===== config.mk =====
export PLATFORM = sky130hd
export DESIGN_NAME = pief_top
export DESIGN_NICKNAME = d
export VERILOG_FILES = /design/src/core/pief_pkg.sv /design/src/core/pief_bit_reg.sv /design/src/core/pief_top.sv
export VERILOG_INCLUDE_DIRS = /design/src /design/src/core
export SDC_FILE = /design/constraint.sdc
export NUM_CORES = 1
export LEC_CHECK = 0
export ABC_AREA = 1
export BUFFER_PORTS_ARGS = -buffer_cell sky130_fd_sc_hd__buf_2
export CAP_MARGIN = 15
export CORE_MARGIN = 2
export CORE_UTILIZATION = 30
export CTS_BUF_LIST = sky130_fd_sc_hd__clkbuf_4 sky130_fd_sc_hd__clkbuf_8
export CTS_CLUSTER_SIZE = 25
export DETAILED_ROUTE_END_ITERATION = 6
export PLACE_DENSITY_LB_ADDON = 0.08
export SLEW_MARGIN = 20
export SYNTH_ARGS = -nofsm -noshare
export SYNTH_HDL_FRONTEND = slang
export SYNTH_HIERARCHICAL = 1
export SYNTH_SLANG_ARGS = --single-unit

===== constraint.sdc =====
create_clock -name core_clk -period 4.6 [get_ports core_clk]
set_clock_uncertainty 0.2 [all_clocks]
set_input_delay 0.92 -clock core_clk [delete_from_list [all_inputs] [get_ports core_clk]]
set_output_delay 0.92 -clock core_clk [all_outputs]
set_load 0.01 [all_outputs]

===== src/core/pief_cfg.svh =====
// register map, bit positions, masks and reset values of the peripheral interrupt block
`ifndef PIEF_CFG_SVH
`define PIEF_CFG_SVH

// ==========================================================================
// register offsets (byte address on the register port)
`define PIEF_OFS_CTRL 8'h00
`define PIEF_OFS_ENA_A 8'h01
`define PIEF_OFS_ENA_B 8'h02
`define PIEF_OFS_FLAG_A 8'h03
`define PIEF_OFS_FLAG_B 8'h04
`define PIEF_OFS_PEND_A 8'h05
`define PIEF_OFS_PEND_B 8'h06

// ==========================================================================
// main control bits
`define PIEF_BIT_GIE 7
`define PIEF_BIT_PERIPH_GROUP_ENABLE 6

// ==========================================================================
// first pair: enable and flag share positions
`define PIEF_BIT_ADC 6
`define PIEF_BIT_BCL 5
`define PIEF_BIT_SSP 4
`define PIEF_BIT_TMR2 1
`define PIEF_BIT_TMR1 0

// ==========================================================================
// second pair: enable and flag share positions
`define PIEF_BIT_UV 7
`define PIEF_BIT_OC 5
`define PIEF_BIT_OV 4
`define PIEF_BIT_VIN 1

// ==========================================================================
// implemented-bit masks and reset values
`define PIEF_MASK_CTRL 8'hC0
`define PIEF_MASK_A 8'h73
`define PIEF_MASK_B 8'hB2
`define PIEF_RST_CTRL 8'h00
`define PIEF_RST_A 8'h00
`define PIEF_RST_B 8'h00
`define PIEF_ZERO 8'h00

`endif


===== src/core/pief_pkg.sv =====
// types shared by the peripheral interrupt block
`default_nettype none
package pief_pkg;

  // ========================================================================
  // register width and address width
  typedef logic [7:0] pief_byte_type;
  typedef logic [7:0] pief_addr_type;

  // ========================================================================
  // decoded register selection
  typedef enum logic [2:0] {
    PIEF_SEL_NONE = 3'h0,
    PIEF_SEL_CTRL = 3'h1,
    PIEF_SEL_ENA_A = 3'h2,
    PIEF_SEL_ENA_B = 3'h3,
    PIEF_SEL_FLAG_A = 3'h4,
    PIEF_SEL_FLAG_B = 3'h5,
    PIEF_SEL_PEND_A = 3'h6,
    PIEF_SEL_PEND_B = 3'h7
  } pief_sel_type;

endpackage : pief_pkg
`default_nettype wire


===== src/core/pief_bit_reg.sv =====
// eight-bit register with masked bits, software write and hardware set
`timescale 1ns/1ps
`default_nettype none
module pief_bit_reg #(
  parameter logic [7:0] IMPL_MASK = 8'hFF,
  parameter logic [7:0] RESET_VAL = 8'h00
) (
  input wire logic core_clk,
  input wire logic srst,
  input wire logic wr_en,
  input wire logic [7:0] wr_data,
  input wire logic [7:0] set_vec,
  output logic [7:0] q
);

  // ========================================================================
  // storage: a hardware set is ORed in last so it wins over a clear;
  // unimplemented positions are forced to zero on every path
  always_ff @(posedge core_clk) begin
    if (srst) begin
      q <= RESET_VAL & IMPL_MASK;
    end else if (wr_en) begin
      q <= (wr_data | set_vec) & IMPL_MASK;
    end else begin
      q <= (q | set_vec) & IMPL_MASK;
    end
  end

endmodule : pief_bit_reg
`default_nettype wire


===== src/core/pief_top.sv =====
// peripheral interrupt enable and flag registers with request gating
//
// Summary of operation
// - no peripheral request without group enable
// - first enable register gates five sources
// - second enable: bits 7,5,4,1, reset zero
// - unimplemented bits read zero, ignore writes
// - flags set regardless of any enable
// - adc flag set on conversion done
// - serial flags show pending events
// - timer2 match flag sticky until written zero
// - timer1 rollover flag sticky until written zero
// - global enable cleared blocks every request
// - second flags mirror second enable positions
`timescale 1ns/1ps
`default_nettype none
`include "pief_cfg.svh"
module pief_top (
  input wire logic core_clk,
  input wire logic srst,
  input wire pief_pkg::pief_addr_type reg_addr,
  input wire pief_pkg::pief_byte_type reg_wdata,
  input wire logic reg_wr,
  input wire logic reg_rd,
  output pief_pkg::pief_byte_type reg_rdata,
  input wire logic adc_done_evt,
  input wire logic bus_collision_evt,
  input wire logic serial_port_evt,
  input wire logic timer2_match_evt,
  input wire logic timer1_rollover_evt,
  input wire logic out_undervolt_evt,
  input wire logic out_overcurrent_evt,
  input wire logic out_overvolt_evt,
  input wire logic input_uvlo_evt,
  output logic periph_irq_req,
  output logic global_irq_enable,
  output logic periph_group_enable
);
  import pief_pkg::*;

  // ========================================================================
  // internal signals
  pief_sel_type wr_sel;
  pief_sel_type rd_sel;
  logic wr_ctrl;
  logic wr_ena_a;
  logic wr_ena_b;
  logic wr_flag_a;
  logic wr_flag_b;
  pief_byte_type main_irq_control;
  pief_byte_type periph_irq_enable_a;
  pief_byte_type periph_irq_enable_b;
  pief_byte_type periph_irq_flag_a;
  pief_byte_type periph_irq_flag_b;
  pief_byte_type set_flag_a;
  pief_byte_type set_flag_b;
  pief_byte_type pend_a;
  pief_byte_type pend_b;
  pief_byte_type next_rdata;
  logic next_irq_req;

  // ========================================================================
  // address decode
  function automatic pief_sel_type pief_decode(input pief_addr_type addr);
    pief_sel_type sel;
    sel = PIEF_SEL_NONE;
    unique case (addr)
      `PIEF_OFS_CTRL: sel = PIEF_SEL_CTRL;
      `PIEF_OFS_ENA_A: sel = PIEF_SEL_ENA_A;
      `PIEF_OFS_ENA_B: sel = PIEF_SEL_ENA_B;
      `PIEF_OFS_FLAG_A: sel = PIEF_SEL_FLAG_A;
      `PIEF_OFS_FLAG_B: sel = PIEF_SEL_FLAG_B;
      `PIEF_OFS_PEND_A: sel = PIEF_SEL_PEND_A;
      `PIEF_OFS_PEND_B: sel = PIEF_SEL_PEND_B;
      default: sel = PIEF_SEL_NONE;
    endcase
    return sel;
  endfunction : pief_decode

  // write and read selection from the strobes
  always_comb begin
    wr_sel = reg_wr ? pief_decode(reg_addr) : PIEF_SEL_NONE;
    rd_sel = reg_rd ? pief_decode(reg_addr) : PIEF_SEL_NONE;
  end

  // one write enable per writable register; pending views take no write
  assign wr_ctrl = (wr_sel == PIEF_SEL_CTRL);
  assign wr_ena_a = (wr_sel == PIEF_SEL_ENA_A);
  assign wr_ena_b = (wr_sel == PIEF_SEL_ENA_B);
  assign wr_flag_a = (wr_sel == PIEF_SEL_FLAG_A);
  assign wr_flag_b = (wr_sel == PIEF_SEL_FLAG_B);

  // ========================================================================
  // event vectors, placed at the flag positions
  always_comb begin
    set_flag_a = `PIEF_ZERO;
    set_flag_a[`PIEF_BIT_ADC] = adc_done_evt;
    set_flag_a[`PIEF_BIT_BCL] = bus_collision_evt;
    set_flag_a[`PIEF_BIT_SSP] = serial_port_evt;
    set_flag_a[`PIEF_BIT_TMR2] = timer2_match_evt;
    set_flag_a[`PIEF_BIT_TMR1] = timer1_rollover_evt;
  end

  // analog fault events share positions with the second enable register
  always_comb begin
    set_flag_b = `PIEF_ZERO;
    set_flag_b[`PIEF_BIT_UV] = out_undervolt_evt;
    set_flag_b[`PIEF_BIT_OC] = out_overcurrent_evt;
    set_flag_b[`PIEF_BIT_OV] = out_overvolt_evt;
    set_flag_b[`PIEF_BIT_VIN] = input_uvlo_evt;
  end

  // ========================================================================
  // main control: only the global and group enables live here
  pief_bit_reg #(
    .IMPL_MASK(`PIEF_MASK_CTRL),
    .RESET_VAL(`PIEF_RST_CTRL)
  ) u_ctrl (
    .core_clk(core_clk),
    .srst(srst),
    .wr_en(wr_ctrl),
    .wr_data(reg_wdata),
    .set_vec(`PIEF_ZERO),
    .q(main_irq_control)
  );

  // ========================================================================
  // first enable register, masked to the five source positions
  pief_bit_reg #(
    .IMPL_MASK(`PIEF_MASK_A),
    .RESET_VAL(`PIEF_RST_A)
  ) u_ena_a (
    .core_clk(core_clk),
    .srst(srst),
    .wr_en(wr_ena_a),
    .wr_data(reg_wdata),
    .set_vec(`PIEF_ZERO),
    .q(periph_irq_enable_a)
  );

  // second enable register, fault enables only, cleared at reset
  pief_bit_reg #(
    .IMPL_MASK(`PIEF_MASK_B),
    .RESET_VAL(`PIEF_RST_B)
  ) u_ena_b (
    .core_clk(core_clk),
    .srst(srst),
    .wr_en(wr_ena_b),
    .wr_data(reg_wdata),
    .set_vec(`PIEF_ZERO),
    .q(periph_irq_enable_b)
  );

  // ========================================================================
  // first flag register: events set, software writes zero to clear
  pief_bit_reg #(
    .IMPL_MASK(`PIEF_MASK_A),
    .RESET_VAL(`PIEF_RST_A)
  ) u_flag_a (
    .core_clk(core_clk),
    .srst(srst),
    .wr_en(wr_flag_a),
    .wr_data(reg_wdata),
    .set_vec(set_flag_a),
    .q(periph_irq_flag_a)
  );

  // second flag register: fault events set, software writes zero to clear
  pief_bit_reg #(
    .IMPL_MASK(`PIEF_MASK_B),
    .RESET_VAL(`PIEF_RST_B)
  ) u_flag_b (
    .core_clk(core_clk),
    .srst(srst),
    .wr_en(wr_flag_b),
    .wr_data(reg_wdata),
    .set_vec(set_flag_b),
    .q(periph_irq_flag_b)
  );

  // ========================================================================
  // pending sources: flag and enable at the same position
  assign pend_a = periph_irq_flag_a & periph_irq_enable_a;
  assign pend_b = periph_irq_flag_b & periph_irq_enable_b;

  // request gated by group and global enables; stale flags fire at once,
  // so software must clear them before enabling
  always_comb begin
    next_irq_req = (|pend_a) | (|pend_b);
    next_irq_req = next_irq_req & main_irq_control[`PIEF_BIT_PERIPH_GROUP_ENABLE];
    next_irq_req = next_irq_req & main_irq_control[`PIEF_BIT_GIE];
  end

  // registered request toward the core
  always_ff @(posedge core_clk) begin
    if (srst) begin
      periph_irq_req <= 1'b0;
    end else begin
      periph_irq_req <= next_irq_req;
    end
  end

  // registered copies of the two enables for the core
  always_ff @(posedge core_clk) begin
    if (srst) begin
      global_irq_enable <= 1'b0;
      periph_group_enable <= 1'b0;
    end else begin
      global_irq_enable <= main_irq_control[`PIEF_BIT_GIE];
      periph_group_enable <= main_irq_control[`PIEF_BIT_PERIPH_GROUP_ENABLE];
    end
  end

  // ========================================================================
  // read mux: unmapped offsets and idle cycles return zero
  always_comb begin
    next_rdata = `PIEF_ZERO;
    unique case (rd_sel)
      PIEF_SEL_NONE: next_rdata = `PIEF_ZERO;
      PIEF_SEL_CTRL: next_rdata = main_irq_control;
      PIEF_SEL_ENA_A: next_rdata = periph_irq_enable_a;
      PIEF_SEL_ENA_B: next_rdata = periph_irq_enable_b;
      PIEF_SEL_FLAG_A: next_rdata = periph_irq_flag_a;
      PIEF_SEL_FLAG_B: next_rdata = periph_irq_flag_b;
      PIEF_SEL_PEND_A: next_rdata = pend_a;
      PIEF_SEL_PEND_B: next_rdata = pend_b;
    endcase
  end

  // read data stands for exactly the cycle after the read strobe
  always_ff @(posedge core_clk) begin
    if (srst) begin
      reg_rdata <= `PIEF_ZERO;
    end else begin
      reg_rdata <= next_rdata;
    end
  end

endmodule : pief_top
`default_nettype wire


# Word-level counts from Yosys, hierarchy flattened
# Index checks and enable logic that the tools add are counted.
dict set report word_totals {
  input_bits 29
  out_inout_bits 11
  regBits 50
}
dict set report classes {
  bitwise_logic 9
  muxes 6
  reduce_logical 4
  eq_ne 18
}
# operator count
set ops {}
lappend ops {{$pmux W8 S8} 1}
lappend ops {{$eq A8 B3 Y1 const B} 3}
lappend ops {{$pmux W3 S7} 1}
lappend ops {{$eq A3 B3 Y1 const B} 6}
lappend ops {{$eq A8 B2 Y1 const B} 2}
lappend ops {{$or A8 B8 Y8} 2}
lappend ops {{$reduce_or A8 Y1} 2}
lappend ops {{$or A7 B7 Y7} 2}
lappend ops {{$eq A3 B2 Y1 const B} 4}
lappend ops {{$and A7 B8 Y8} 1}
lappend ops {{$and A8 B8 Y8} 1}
lappend ops {{$eq A8 B1 Y1 const B} 1}
lappend ops {{$logic_not A8 Y1} 1}
lappend ops {{$mux W8} 1}
lappend ops {{$mux W7} 1}
lappend ops {{$eq A3 B1 Y1 const B} 2}
lappend ops {{$mux W3} 2}
lappend ops {{$logic_not A3 Y1} 1}
lappend ops {{$and A1 B1 Y1} 2}
lappend ops {{$or A1 B1 Y1} 1}

# Longest topological paths before layout
# Gate-level depths: netlist of run 1.
dict set report depth {
  ltp_word 5
  ltp_mapped 12
  mapped_depth_nobuf 11
}

# Hierarchy
# The synthesis of run 1 kept the hierarchy.
# mod n_inst area_each_um2 cells_per_inst
set modules_own_cells {}
lappend modules_own_cells {pief_top 1 1104.8 186}
lappend modules_own_cells {{pief_bit_reg (u_ena_a ...)} 2 269.0 45}
lappend modules_own_cells {{pief_bit_reg (u_ena_b ...)} 2 226.5 38}
lappend modules_own_cells {{pief_bit_reg (u_ctrl)} 1 146.4 24}

# Least setup slack after synthesis of run 1
# OpenSTA, ideal clock, no wires.
dict set report synth_timing {
  path_type {input -> register}
  start {input port reg_addr[0]}
  end {register u_ctrl.q[7]}
  setup_ns 0.109
  required_time_ns 4.291
  path_slack_ns 2.177
  n_path_buf 1
  path_stages 9
  arrival_ns 2.114
  path_cell_list {buf_6 > inv_1 > nand4_1 > nor4_1 > inv_1 > nand2_1 > nand3_1 > nand2_1 > inv_1}
}
dict set report synth_between {
  elab_chain_cells 4
  word_cells_on_any_way 10
  cone_classes {7 x eq/ne; 2 x mux; 1 x reduce/logical}
}
# item line_no
set synth_rtl {}
lappend synth_rtl {{start: declaration} pief_top.sv:21} ;# input wire pief_pkg::pief_addr_type reg_addr,
lappend synth_rtl {{$eq A8 B3 Y1 (tied with other cells)} pief_top.sv:67} ;# unique case (addr)
lappend synth_rtl {{$pmux W3 S7 *} pief_top.sv:67}
lappend synth_rtl {{$mux W3 *} pief_top.sv:82} ;# wr_sel = reg_wr ? pief_decode(reg_addr) : PIEF_SEL_NONE;
lappend synth_rtl {{$eq A3 B1 Y1 *} pief_top.sv:87} ;# assign wr_ctrl = (wr_sel == PIEF_SEL_CTRL);
lappend synth_rtl {{via wr_ctrl} pief_top.sv:45} ;# logic wr_ctrl;
lappend synth_rtl {{end signal: assignment} pief_bit_reg.sv:21} ;# q <= RESET_VAL & IMPL_MASK;
lappend synth_rtl {{end signal: assignment} pief_bit_reg.sv:23} ;# q <= (wr_data | set_vec) & IMPL_MASK;
lappend synth_rtl {{end signal: assignment} pief_bit_reg.sv:25} ;# q <= (q | set_vec) & IMPL_MASK;
lappend synth_rtl {{end: declaration} pief_bit_reg.sv:13} ;# output logic [7:0] q
# Mark *: on every way through the listed nets, which the timed path passes. The rest lies on a longest branch.
# A chain may end at the register's enable or synchronous reset.

# Worst setup path after layout of run 1
dict set report layout_timing {
  start {input port reg_addr[0]}
  end {register u_ena_a.q[1]}
}
dict set report layout_between {
  elab_chain_cells 4
  word_cells_on_any_way 10
  cone_classes {7 x eq/ne; 2 x mux; 1 x reduce/logical}
}
# item line_no
set layout_rtl {}
lappend layout_rtl {{$eq A8 B3 Y1 (tied with other cells)} pief_top.sv:67}
lappend layout_rtl {{$pmux W3 S7 *} pief_top.sv:67}
lappend layout_rtl {{$mux W3 *} pief_top.sv:82}
lappend layout_rtl {{$eq A3 B2 Y1 *} pief_top.sv:88} ;# assign wr_ena_a = (wr_sel == PIEF_SEL_ENA_A);
lappend layout_rtl {{via wr_ena_a} pief_top.sv:46} ;# logic wr_ena_a;
lappend layout_rtl {{end signal: assignment} pief_bit_reg.sv:21}
lappend layout_rtl {{end signal: assignment} pief_bit_reg.sv:23}
lappend layout_rtl {{end signal: assignment} pief_bit_reg.sv:25}
lappend layout_rtl {{end: declaration} pief_bit_reg.sv:13}
# Marked as above.

==> metrics.log, run 1 <==
[metrics] Post-layout nets: 450
[metrics] Netlist cell types: 25
[metrics] leftover overflow at the end of global routing: 0
[metrics] routed metal-1 wire length: 2890 um
[metrics] number of standard cells after synthesis: 376
[metrics] type of origin of the critical path: input port
[metrics] final hold violation count: 0
[metrics] synthesized area: 2240 um2
[metrics] switching part of the total: 26.8%
[metrics] initial standard-cell utilization of the core: 30.9%
[metrics] Reg-to-Reg Start: u_flag_b/q[4]
[metrics] cts bufs inserted: 5
[metrics] result of the run: finished clean
[metrics] count of warnings emitted by yosys: 6
[metrics] total of cells resized after clock tree synthesis: 0
[metrics] sequential-to-total area share from yosys stat: 27.7%
[metrics] number of clock sinks: 31
[metrics] highest layer used for signal routing: met4
[metrics] r2r setup slk: 3410 ps
[metrics] Post-Place Cell Area: 2450 um2
[metrics] Filler Cells Inserted: 821
[metrics] I/O pins: 40
[metrics] min cycle time layout: 2810 ps
[metrics] register cell area after layout: 621 um2
[metrics] CTS tree: built
[metrics] net switching component of the power: 0.180 mW
[metrics] critical-path maximum fanout: 10
[metrics] clock root buffer: sky130_fd_sc_hd__clkbuf_8
[metrics] Slew Limit Fails: 0
[metrics] worst hold stages: 2
[metrics] global-route total usage across every layer: 14.5%
[metrics] IR drop worst, VDD: 0.0943 mV
[metrics] area fraction in compound gates after synthesis: 3.85%
[metrics] Synth Register Bits: 31
[metrics] diodes inserted: 0
[metrics] Setup CP Type: in2reg
[metrics] vias post-DR: 2,085
[metrics] width of the chip: 90.5 um
[metrics] pin count of the biggest net entering global routing: 29
[metrics] fraction of the mapped netlist area in adder cells: 0%
[metrics] count of buffers added by post-CTS timing repair for setup: 0
[metrics] total negative slack for setup checks: 0 ps
[metrics] RePlAce Congestion: 0.780
[metrics] number of endpoints failing setup at the final stage: 0
[metrics] highest attainable clock frequency: 356 MHz
[metrics] Critical Path Slowest Stage Cell: sky130_fd_sc_hd__nor2_1
[metrics] CTS H-tree depth: 2
[metrics] worst skew pair latency: 290 ps
[metrics] fraction of layout cells with a size suffix above 1: 17.1%
[metrics] number of optimization iterations in the first detailed-route pass: 4
[metrics] Power per Cell Area: 261 nW/um2
[metrics] largest stage delay on the critical path: 730 ps
[metrics] number of hold buffers added after cts: 0
[metrics] row count: 31
[metrics] area of the die: 8180 um2
[metrics] arrival time at the worst endpoint: 2770 ps
[metrics] transition time at the pin with the least slew margin: 945 ps
[metrics] number of max-cap violations: 0
[metrics] Reg-to-Reg End: periph_irq_req
[metrics] detailed-routed wire length on met2: 2430 um
[metrics] Port Buffer Count: 37
[metrics] xor and xnor fraction of the mapped netlist area: 0%
[metrics] ratio of final minimum period to clock period: 61.0%
[metrics] via density per instance: 4.00
[metrics] routed len/inst: 10.7 um
[metrics] Critical Path Sink Type: flop
[metrics] Critical Path, Cell by Cell: buf_2 > nand2_2 > nand2_2 > nand2_4 > nand2_4 > nand3_1 > nor2_1 > nor2_1 > nor2_1 > nor2_1
[metrics] Layout area overhead: 14.5%
[metrics] combinational family with the most area after synthesis: simple AND/OR/NAND/NOR gates
[metrics] wire length on met3: 177 um
[metrics] via count of the first global-routing pass: 1,927
[metrics] fin util: 35.4%
[metrics] share of total power in combinational logic: 13.1%
[metrics] violation count after the first detailed-routing iteration: 81
[metrics] Seq pwr share: 44.1%
[metrics] Final ANT Viol Nets: 0
[metrics] path class of the lowest-slack min-delay path: reg2reg
[metrics] first-pass GRT wire length: 9330 um
[metrics] Clock Path Buffers: 2
[metrics] portion of total power attributed to the clock network: 42.8%
[metrics] area occupied by multi-input gates: 1250 um2
[metrics] Hold EP: global_irq_enable
[metrics] initial antenna violation count: 0
[metrics] final routed wirelength across all metal layers: 5590 um
[metrics] clk slew on worst S/H paths: 70 ps
[metrics] leakage power: 1.32 nW
[metrics] Die Span Y: 90.5 um
[metrics] start point of the worst min-delay path: u_ctrl/q[7]
[metrics] cell with the most instances on the worst path: sky130_fd_sc_hd__nor2_1
[metrics] core box area: 7250 um2
[metrics] Slew headroom: 36.8%
[metrics] post-synthesis share of cell area spent on and, or, nand and nor gates: 46.9%
[metrics] Avg Synthesized Cell Area: 5.96 um2
[metrics] Internal: 0.490 mW
[metrics] count of unresolved DRC violations after routing: 0
[metrics] Worst Reg-to-Reg Cells: 4
[metrics] Finished Cell Area: 2570 um2
[metrics] Data required, critical path: 4560 ps
[metrics] setup repair after global routing missed its margin: false
[metrics] multiplexer share of the synthesized area: 0%
[metrics] Detailed Place HPWL: 4120 um
==> worst max-delay path by stage <==
stage	from	to	slack [ps]	cells past startpoint
final	reg_addr[0]	u_ena_a/q[1]	1790	10
after floorplan	reg_addr[0]	u_ctrl/q[7]	2180	9
after global placement	reg_addr[0]	u_ena_a/q[4]	1490	10
after detailed placement	reg_addr[0]	u_ena_a/q[1]	1550	10
after CTS	reg_addr[0]	u_ena_a/q[0]	1860	10
after global routing	reg_addr[0]	u_ena_a/q[0]	1590	11
==> layout by cell type, fill, tap and decap left out, types with 2 or more instances in the layout <==
| master | synthesis | routed |
|---|---|---|
| sky130_fd_sc_hd__inv_2 | 3 | 3 |
| sky130_fd_sc_hd__inv_1 | 64 | 64 |
| sky130_fd_sc_hd__dfxtp_1 | 31 | 31 |
| sky130_fd_sc_hd__nand2_1 | 86 | 86 |
| sky130_fd_sc_hd__buf_2 | 0 | 37 |
| sky130_fd_sc_hd__nand2_4 | 4 | 4 |
| sky130_fd_sc_hd__conb_1 | 6 | 31 |
| sky130_fd_sc_hd__nor2_4 | 6 | 6 |
| sky130_fd_sc_hd__buf_4 | 22 | 2 |
| sky130_fd_sc_hd__nor2_2 | 5 | 5 |
| sky130_fd_sc_hd__a21oi_1 | 5 | 5 |
| sky130_fd_sc_hd__o211ai_1 | 2 | 2 |
| sky130_fd_sc_hd__nand3_1 | 34 | 34 |
| sky130_fd_sc_hd__nor3_1 | 2 | 2 |
| sky130_fd_sc_hd__clkbuf_8 | 0 | 6 |
| sky130_fd_sc_hd__nand4_1 | 8 | 8 |
| sky130_fd_sc_hd__nor2_1 | 81 | 81 |
| sky130_fd_sc_hd__nand2_2 | 5 | 5 |
==> cells in the mapped netlist <==
cell type	instances	area (um2)
sky130_fd_sc_hd__conb_1	6	22.5
sky130_fd_sc_hd__a211oi_1	1	7.51
sky130_fd_sc_hd__nor2_4	6	67.6
sky130_fd_sc_hd__inv_1	64	240
sky130_fd_sc_hd__o211ai_2	1	12.5
sky130_fd_sc_hd__nand2_2	5	31.3
sky130_fd_sc_hd__a31oi_1	1	6.26
sky130_fd_sc_hd__nor4_1	1	6.26
sky130_fd_sc_hd__buf_6	4	45.0
sky130_fd_sc_hd__a221oi_1	1	8.76
sky130_fd_sc_hd__o22ai_1	1	6.26
sky130_fd_sc_hd__o21ai_0	1	5.00
sky130_fd_sc_hd__nand2_4	4	45.0
sky130_fd_sc_hd__dfxtp_1	31	621
sky130_fd_sc_hd__nor3_1	2	10.0
sky130_fd_sc_hd__a21oi_1	5	25.0
sky130_fd_sc_hd__nor2_2	5	31.3
sky130_fd_sc_hd__o211ai_1	2	15.0
sky130_fd_sc_hd__nand2_1	86	323
sky130_fd_sc_hd__nor2_1	81	304
sky130_fd_sc_hd__nand4_1	8	50.1
sky130_fd_sc_hd__buf_4	22	165
sky130_fd_sc_hd__inv_2	3	11.3
sky130_fd_sc_hd__nand4_2	1	12.5
sky130_fd_sc_hd__nand3_1	34	170
==> power groups by stage <==
stage	clock network, mW	logic, mW	registers [mW]
final	0.286	0.0878	0.295
after global routing	0.307	0.103	0.297
after CTS	0.297	0.0872	0.295
after detailed placement	0	0.0870	0.301
after global placement	0	0.0863	0.301
after floorplan	0	0.0719	0.298
==> area by class of cell <==
type	instances	area share, %
sequential	31	24.2
clock buffer	6	3.22
inverter	67	9.80
timing repair buffer	39	7.80
multi-input combinational	277	48.8
clock inverter	2	1.36
tap	99	4.82
==> metrics by stage <==
step	total power, mW	setup WS [ps]	hold WS, ps	std cells
floorplan	0.370	2180	228	401
finish	0.669	1790	309	521
global placement	0.388	1490	292	513
global route	0.708	1590	345	521
CTS	0.679	1860	305	521
detailed placement	0.388	1550	293	513
==> state kept, by name (all words and copies together) (netlist names) <==
signal,count
periph_group_enable,1
periph_irq_req,1
u_ena_b/q,4
u_flag_a/q,5
u_flag_b/q,4
reg_rdata,8
u_ena_a/q,5
global_irq_enable,1
u_ctrl/q,2
==> worst max-delay path: cells and delay by family <==
kind | cells | cell delay [ps]
buffers and inverters | 1 | 230
AND/OR/NAND/NOR | 9 | 1610
==> logic make-up (layout without fill, tap and decap cells) <==
logic type | Yosys count | after routing
DFF | 31 | 31
other | 6 | 31
buffers and inverters | 93 | 114
and+or+nand+nor | 233 | 233
AOI/OAI and AO/OA | 13 | 13
==> per-layer routing <==
metal  track usage (%)  vias up
li1                  -     1173
met1              19.5      869
met2              23.1       35
met3              2.59        8
met4              5.38        0
met5                 0        -
(Power assumes the default switching activity.)
==> inputs of run 2 (changes only) <==
Settings changed: ABC_AREA 1 to 0.
Clock period 4.6 ns to 2.27 ns, I/O delays scaled along.
==> run 2 against run 1 <==
  * Final cell count is 33% lower
  * Clock power is 57% higher
  * Sequential power is 100% higher
  * Global-route usage is 0.70 points higher
  * Register-to-register slack worse by 2700 ps
  * Critical path type unchanged
  * Largest cell class unchanged
==> metrics.log, run 2 <==
[metrics] Layout area overhead: 21.6%
[metrics] width of the chip: 83.0 um
[metrics] largest register by flop count: reg_rdata
[metrics] diodes inserted: 0
[metrics] Data required, critical path: 2240 ps
[metrics] area of the die: 6900 um2
[metrics] result of the run: finished clean
[metrics] Setup CP Type: in2reg
[metrics] dominant cells by area after synthesis: sky130_fd_sc_hd__dfxtp_1 (33%), sky130_fd_sc_hd__mux2i_1 (11%), sky130_fd_sc_hd__buf_4 (8.0%)
[metrics] fraction of post-synthesis cell area in the top cell type by area: 33.1%
[metrics] Clock Path Buffers: 2
[metrics] CTS H-tree depth: 2
[metrics] via density per instance: 4.58
[metrics] final routed wirelength across all metal layers: 4910 um
[metrics] Detailed Place HPWL: 3660 um
[metrics] top-count cell post-synth: sky130_fd_sc_hd__dfxtp_1
[metrics] first-pass GRT wire length: 8270 um
[metrics] CTS tree: built
[metrics] count of warnings emitted by yosys: 6
[metrics] routed len/inst: 14.1 um
[metrics] share of synthesized registers carrying an async set or reset: 0%
[metrics] commonest non-fill, non-tap cell in the layout: sky130_fd_sc_hd__buf_2
[metrics] total negative slack for setup checks: 0 ps
[metrics] worst skew pair latency: 280 ps
[metrics] vias post-DR: 1,595
[metrics] Critical Path Sink Type: flop
[metrics] registers with the most flip-flops: reg_rdata (8), u_ena_a/q (5), u_flag_a/q (5)
[metrics] Filler Cells Inserted: 639
[metrics] RePlAce Congestion: 0.794
[metrics] Avg Synthesized Cell Area: 8.68 um2
[metrics] number of standard cells after synthesis: 216
[metrics] fraction of layout cells with a size suffix above 1: 27.8%
[metrics] EDFF count, synth: 0
[metrics] Power per Cell Area: 543 nW/um2
[metrics] Port Buffer Count: 37
[metrics] fin util: 38.1%
[metrics] cts bufs inserted: 5
[metrics] final hold violation count: 0
[metrics] crit path buf inv count: 2
[metrics] synthesized area: 1870 um2
[metrics] initial antenna violation count: 0
[metrics] number of endpoints failing setup at the final stage: 0
[metrics] Netlist cell types: 41
[metrics] leftover overflow at the end of global routing: 0
[metrics] Synth Register Bits: 31
[metrics] number of flip-flops in the largest register: 8
[metrics] Die Span Y: 83.0 um
[metrics] count of unresolved DRC violations after routing: 0
[metrics] placed instance count: 339
[metrics] via count of the first global-routing pass: 1,550
[metrics] global-route total usage across every layer: 15.2%
[metrics] Final ANT Viol Nets: 0
[metrics] arrival time at the worst endpoint: 2110 ps
[metrics] Post-Place Cell Area: 2160 um2
[metrics] clock root buffer: sky130_fd_sc_hd__clkbuf_8
[metrics] type of origin of the critical path: input port
[metrics] pin count of the biggest net entering global routing: 23
[metrics] sequential-to-total area share from yosys stat: 33.1%
[metrics] category of cells accounting for the largest share of critical-path delay: simple AND/OR/NAND/NOR gates
[metrics] violation count after the first detailed-routing iteration: 82
[metrics] IR drop worst, VDD: 0.197 mV
[metrics] ratio of final minimum period to clock period: 94.3%
[metrics] number of max-cap violations: 0
[metrics] min cycle time layout: 2140 ps
[metrics] path class of the lowest-slack min-delay path: in2reg
[metrics] number of clock sinks: 31
[metrics] I/O pins: 40
[metrics] number of optimization iterations in the first detailed-route pass: 4
[metrics] Finished Cell Area: 2280 um2
[metrics] critical-path maximum fanout: 5
[metrics] core box area: 5990 um2
[metrics] highest attainable clock frequency: 467 MHz
[metrics] largest stage delay on the critical path: 550 ps
[metrics] leakage power: 0.989 nW
[metrics] clk slew on worst S/H paths: 70 ps
[metrics] list of most frequent post-synthesis cells: sky130_fd_sc_hd__dfxtp_1 (31), sky130_fd_sc_hd__a21oi_1 (26), sky130_fd_sc_hd__inv_1 (24)
[metrics] Critical Path, Cell by Cell: buf_2 > or4_4 > nor3b_4 > and2_1 > and3_1 > buf_6 > mux2i_1 > a21oi_1
[metrics] Post-layout nets: 301
[metrics] Critical Path Slowest Stage Cell: sky130_fd_sc_hd__or4_4
[metrics] total power: 1.24 mW
[metrics] most frequent cells in the layout: sky130_fd_sc_hd__buf_2 (37), sky130_fd_sc_hd__dfxtp_1 (31), sky130_fd_sc_hd__conb_1 (31)
[metrics] row count: 28
[metrics] initial standard-cell utilization of the core: 31.3%
[metrics] Cell Count, Final, Fillers Out: 348
[metrics] largest area contributor in the netlist: sky130_fd_sc_hd__dfxtp_1
[metrics] Slew Limit Fails: 0
[metrics] prevailing post-synth register cell: sky130_fd_sc_hd__dfxtp_1
## run 2: cell count changes after synthesis, moves of 7 or more
| cell | change |
|---|---|
| sky130_fd_sc_hd__inv_1 | -40 |
| sky130_fd_sc_hd__nor2b_1 | +7 |
| sky130_fd_sc_hd__nand2b_1 | +7 |
| sky130_fd_sc_hd__a21oi_1 | +21 |
| sky130_fd_sc_hd__mux2i_1 | +20 |
| sky130_fd_sc_hd__nand3_1 | -33 |
| sky130_fd_sc_hd__nand2_1 | -81 |
| sky130_fd_sc_hd__nor2_1 | -77 |
## run 2: kinds of logic after synthesis
kind of cell    share of synthesized area (%)
compound gates                           24.0
simple gates                             13.4
flops                                    33.1
other cells                              1.20
mux                                      11.9
buf+inv                                  16.5
## run 2: per-layer routing
metal	routed length [um]	track usage [%]	up-vias	share of wire [%]
met2	2090	22.7	42	43
met4	56	4.47	0	1.1
met3	319	3.28	7	6.5
met1	2440	21.8	726	50
met5	0	0	-	0
li1	-	-	820	-
## run 2: final cells by class
class | count | area [um2] | area share [%]
sequential | 31 | 621 | 27.2
multi-input combinational | 155 | 1060 | 46.4
inverter | 24 | 90.1 | 3.95
clock inverter | 2 | 12.5 | 0.549
tap | 75 | 93.8 | 4.12
clock buffer | 6 | 76.3 | 3.35
timing repair buffer | 55 | 328 | 14.4
## run 2: path summary, 6_finish.rpt
check / depth (start not counted) / slack [ps] / end / start
worst max-delay path: 8 / 130 / u_flag_a/q[5] / reg_addr[5]
worst max register to register: 4 / 760 / periph_irq_req / u_flag_a/q[4]
worst min-delay path: 3 / 190 / u_flag_a/q[0] / timer1_rollover_evt
worst min register to register: 1 / 310 / periph_irq_req / u_ctrl/q[6]
## run 2: timing repair
item | 4_1_cts | 5_1_grt
buffers inserted | 0 | 1
setup endpoints to repair | 3 | 11
resized for setup | 1 | 6
hold buffers | 0 | 0
hold endpoints to repair | 0 | 0
pin swaps | 0 | 2
## run 2: where the power goes
group	internal [mW]	leakage, nW	total, mW	switching, mW
Sequential	0.572	0.257	0.596	0.0239
Clock	0.226	0.0446	0.448	0.222
Combinational	0.0879	0.688	0.192	0.105
Total	0.886	0.989	1.24	0.351
## run 2: worst reg2reg max path: cells and delay by family (launching register included)
kind,cells,cell delay (ps)
AOI/OAI and AO/OA,2,550
DFF,1,340
and+or+nand+nor,2,330
## run 2: through the flow
| step | hold WS (ps) | setup WS, ps |
|---|---|---|
| after floorplan | 266 | 77.6 |
| after global placement | 305 | -279 |
| after detailed placement | 304 | -328 |
| after CTS | 186 | 62.5 |
| after global routing | 199 | -1.60 |
| final | 193 | 129 |
==> inputs of run 3 (changes only) <==
Settings changed: CTS_BUF_LIST sky130_fd_sc_hd__clkbuf_4 sky130_fd_sc_hd__clkbuf_8 to sky130_fd_sc_hd__clkbuf_8.
==> run 3 against run 2 <==
  * Worst hold slack is essentially flat
  * Clock power is 4% lower
  * Non-clock buffer count unchanged
  * Largest cell class unchanged
  * Critical endpoint unchanged
  * Largest power group unchanged
==> metrics.log, run 3 (synthesis results as in run 2) <==
[metrics] pin count of the biggest net entering global routing: 23
[metrics] Critical Path Sink Type: flop
[metrics] leftover overflow at the end of global routing: 0
[metrics] arrival time at the worst endpoint: 2110 ps
[metrics] core box area: 5990 um2
[metrics] Filler Cells Inserted: 640
[metrics] largest stage delay on the critical path: 550 ps
[metrics] Detailed Place HPWL: 3660 um
[metrics] met3 global-route usage: 3.28%
[metrics] result of the run: finished clean
[metrics] Post-Place Cell Area: 2160 um2
[metrics] category of cells accounting for the largest share of critical-path delay: simple AND/OR/NAND/NOR gates
[metrics] met2 track demand over resource in global routing: 22.7%
[metrics] most heavily used metal layer in global routing: met2
[metrics] diodes inserted: 0
[metrics] area occupied by multi-input gates: 1060 um2
[metrics] highest attainable clock frequency: 467 MHz
[metrics] IR drop worst, VDD: 0.196 mV
[metrics] Critical Path Slowest Stage Cell: sky130_fd_sc_hd__or4_4
[metrics] count of unresolved DRC violations after routing: 0
[metrics] worst skew pair latency: 280 ps
[metrics] commonest non-fill, non-tap cell in the layout: sky130_fd_sc_hd__buf_2
[metrics] fin util: 38.0%
[metrics] min cycle time layout: 2140 ps
[metrics] violation count after the first detailed-routing iteration: 82
[metrics] Slew Limit Fails: 0
[metrics] via density per instance: 4.58
[metrics] final routed wirelength across all metal layers: 4910 um
[metrics] crit path buf inv count: 2
[metrics] number of endpoints failing setup at the final stage: 0
[metrics] RePlAce Congestion: 0.794
[metrics] register cell area after layout: 621 um2
[metrics] registers with the most flip-flops: reg_rdata (8), u_ena_a/q (5), u_flag_a/q (5)
[metrics] I/O pins: 40
[metrics] global-route total usage across every layer: 15.2%
[metrics] Post-layout nets: 301
[metrics] type of origin of the critical path: input port
[metrics] CTS tree: built
[metrics] leakage power: 0.990 nW
[metrics] clk slew on worst S/H paths: 70 ps
[metrics] clock root buffer: sky130_fd_sc_hd__clkbuf_8
[metrics] most frequent cells in the layout: sky130_fd_sc_hd__buf_2 (37), sky130_fd_sc_hd__dfxtp_1 (31), sky130_fd_sc_hd__conb_1 (31)
[metrics] initial antenna violation count: 0
[metrics] final hold violation count: 0
[metrics] Port Buffer Count: 37
[metrics] Die Span Y: 83.0 um
[metrics] Power per Cell Area: 536 nW/um2
[metrics] Final ANT Viol Nets: 0
[metrics] ratio of final minimum period to clock period: 94.3%
[metrics] Finished Cell Area: 2280 um2
[metrics] largest register by flop count: reg_rdata
[metrics] Critical Path, Cell by Cell: buf_2 > or4_4 > nor3b_4 > and2_1 > and3_1 > buf_6 > mux2i_1 > a21oi_1
[metrics] number of flip-flops in the largest register: 8
[metrics] Clock Path Buffers: 2
[metrics] routed len/inst: 14.1 um
[metrics] cts bufs inserted: 5
[metrics] number of clock sinks: 31
[metrics] number of max-cap violations: 0
[metrics] Layout area overhead: 21.4%
[metrics] area of the die: 6900 um2
[metrics] fraction of layout cells with a size suffix above 1: 27.5%
[metrics] Setup CP Type: in2reg
[metrics] critical-path maximum fanout: 5
[metrics] first-pass GRT wire length: 8270 um
[metrics] CTS H-tree depth: 2
[metrics] global routing usage on met1: 21.8%
[metrics] initial standard-cell utilization of the core: 31.3%
[metrics] path class of the lowest-slack min-delay path: in2reg
[metrics] row count: 28
[metrics] Data required, critical path: 2240 ps
[metrics] number of optimization iterations in the first detailed-route pass: 4
[metrics] vias post-DR: 1,594
[metrics] via count of the first global-routing pass: 1,550
[metrics] width of the chip: 83.0 um
## run 3: changes by cell type in the layout (fill, tap and decap cells not counted)
cell                       previous run  this run
sky130_fd_sc_hd__clkbuf_4             1         0
sky130_fd_sc_hd__inv_1               24        25
## run 3: layout make-up
cell class	count	area share (%)
clock buffers	5	3.02
inverters	24	3.96
clock inverters	3	0.715
multi-input cells	155	46.5
repair buffers	55	14.4
flip-flops and latches	31	27.3
well taps	75	4.12
## run 3: tightest hold or removal path: stages
cell and delay [ps]:
sky130_fd_sc_hd__buf_2 90, sky130_fd_sc_hd__inv_1 40, sky130_fd_sc_hd__a21oi_1 40
## run 3: through the flow
stage / hold WS [ps] / setup TNS, ps / worst slack [ps] / cells / power [mW]
final: 193 / 0 / 129 / 348 / 1.22
after global routing: 199 / -1.60 / -1.60 / 348 / 1.29
after CTS: 185 / 0 / 62.5 / 347 / 1.24
after detailed placement: 304 / -3620 / -328 / 339 / 0.794
after global placement: 305 / -3300 / -279 / 339 / 0.794
after floorplan: 266 / 0 / 77.6 / 241 / 0.741
## run 3: power by group
part	internal (mW)	switching [mW]
clock network	0.210	0.223
logic	0.0879	0.105
registers	0.572	0.0239
total	0.870	0.351
## run 3: timing repair
action / 4_1_cts / 5_1_grt
endpoints found under the setup margin: 3 / 11
hold endpoints to repair: 0 / 0
gates resized for setup: 1 / 6
pin swaps: 0 / 2
buffers inserted: 0 / 1
hold buffers: 0 / 0
## run 3: metal layers
layer / share of wire [%] / routed length [um]
met1: 50 / 2440
met5: 0 / 0
met4: 1.1 / 56
met3: 6.5 / 319
met2: 43 / 2090
## run 3: final timing paths
path | start | endpoint | slack [ps] | cells past startpoint
min | timer1_rollover_evt | u_flag_a/q[0] | 190 | 3
min reg2reg | u_ctrl/q[6] | periph_irq_req | 310 | 1
max | reg_addr[5] | u_flag_a/q[5] | 130 | 8
max reg2reg | u_flag_a/q[4] | periph_irq_req | 760 | 4
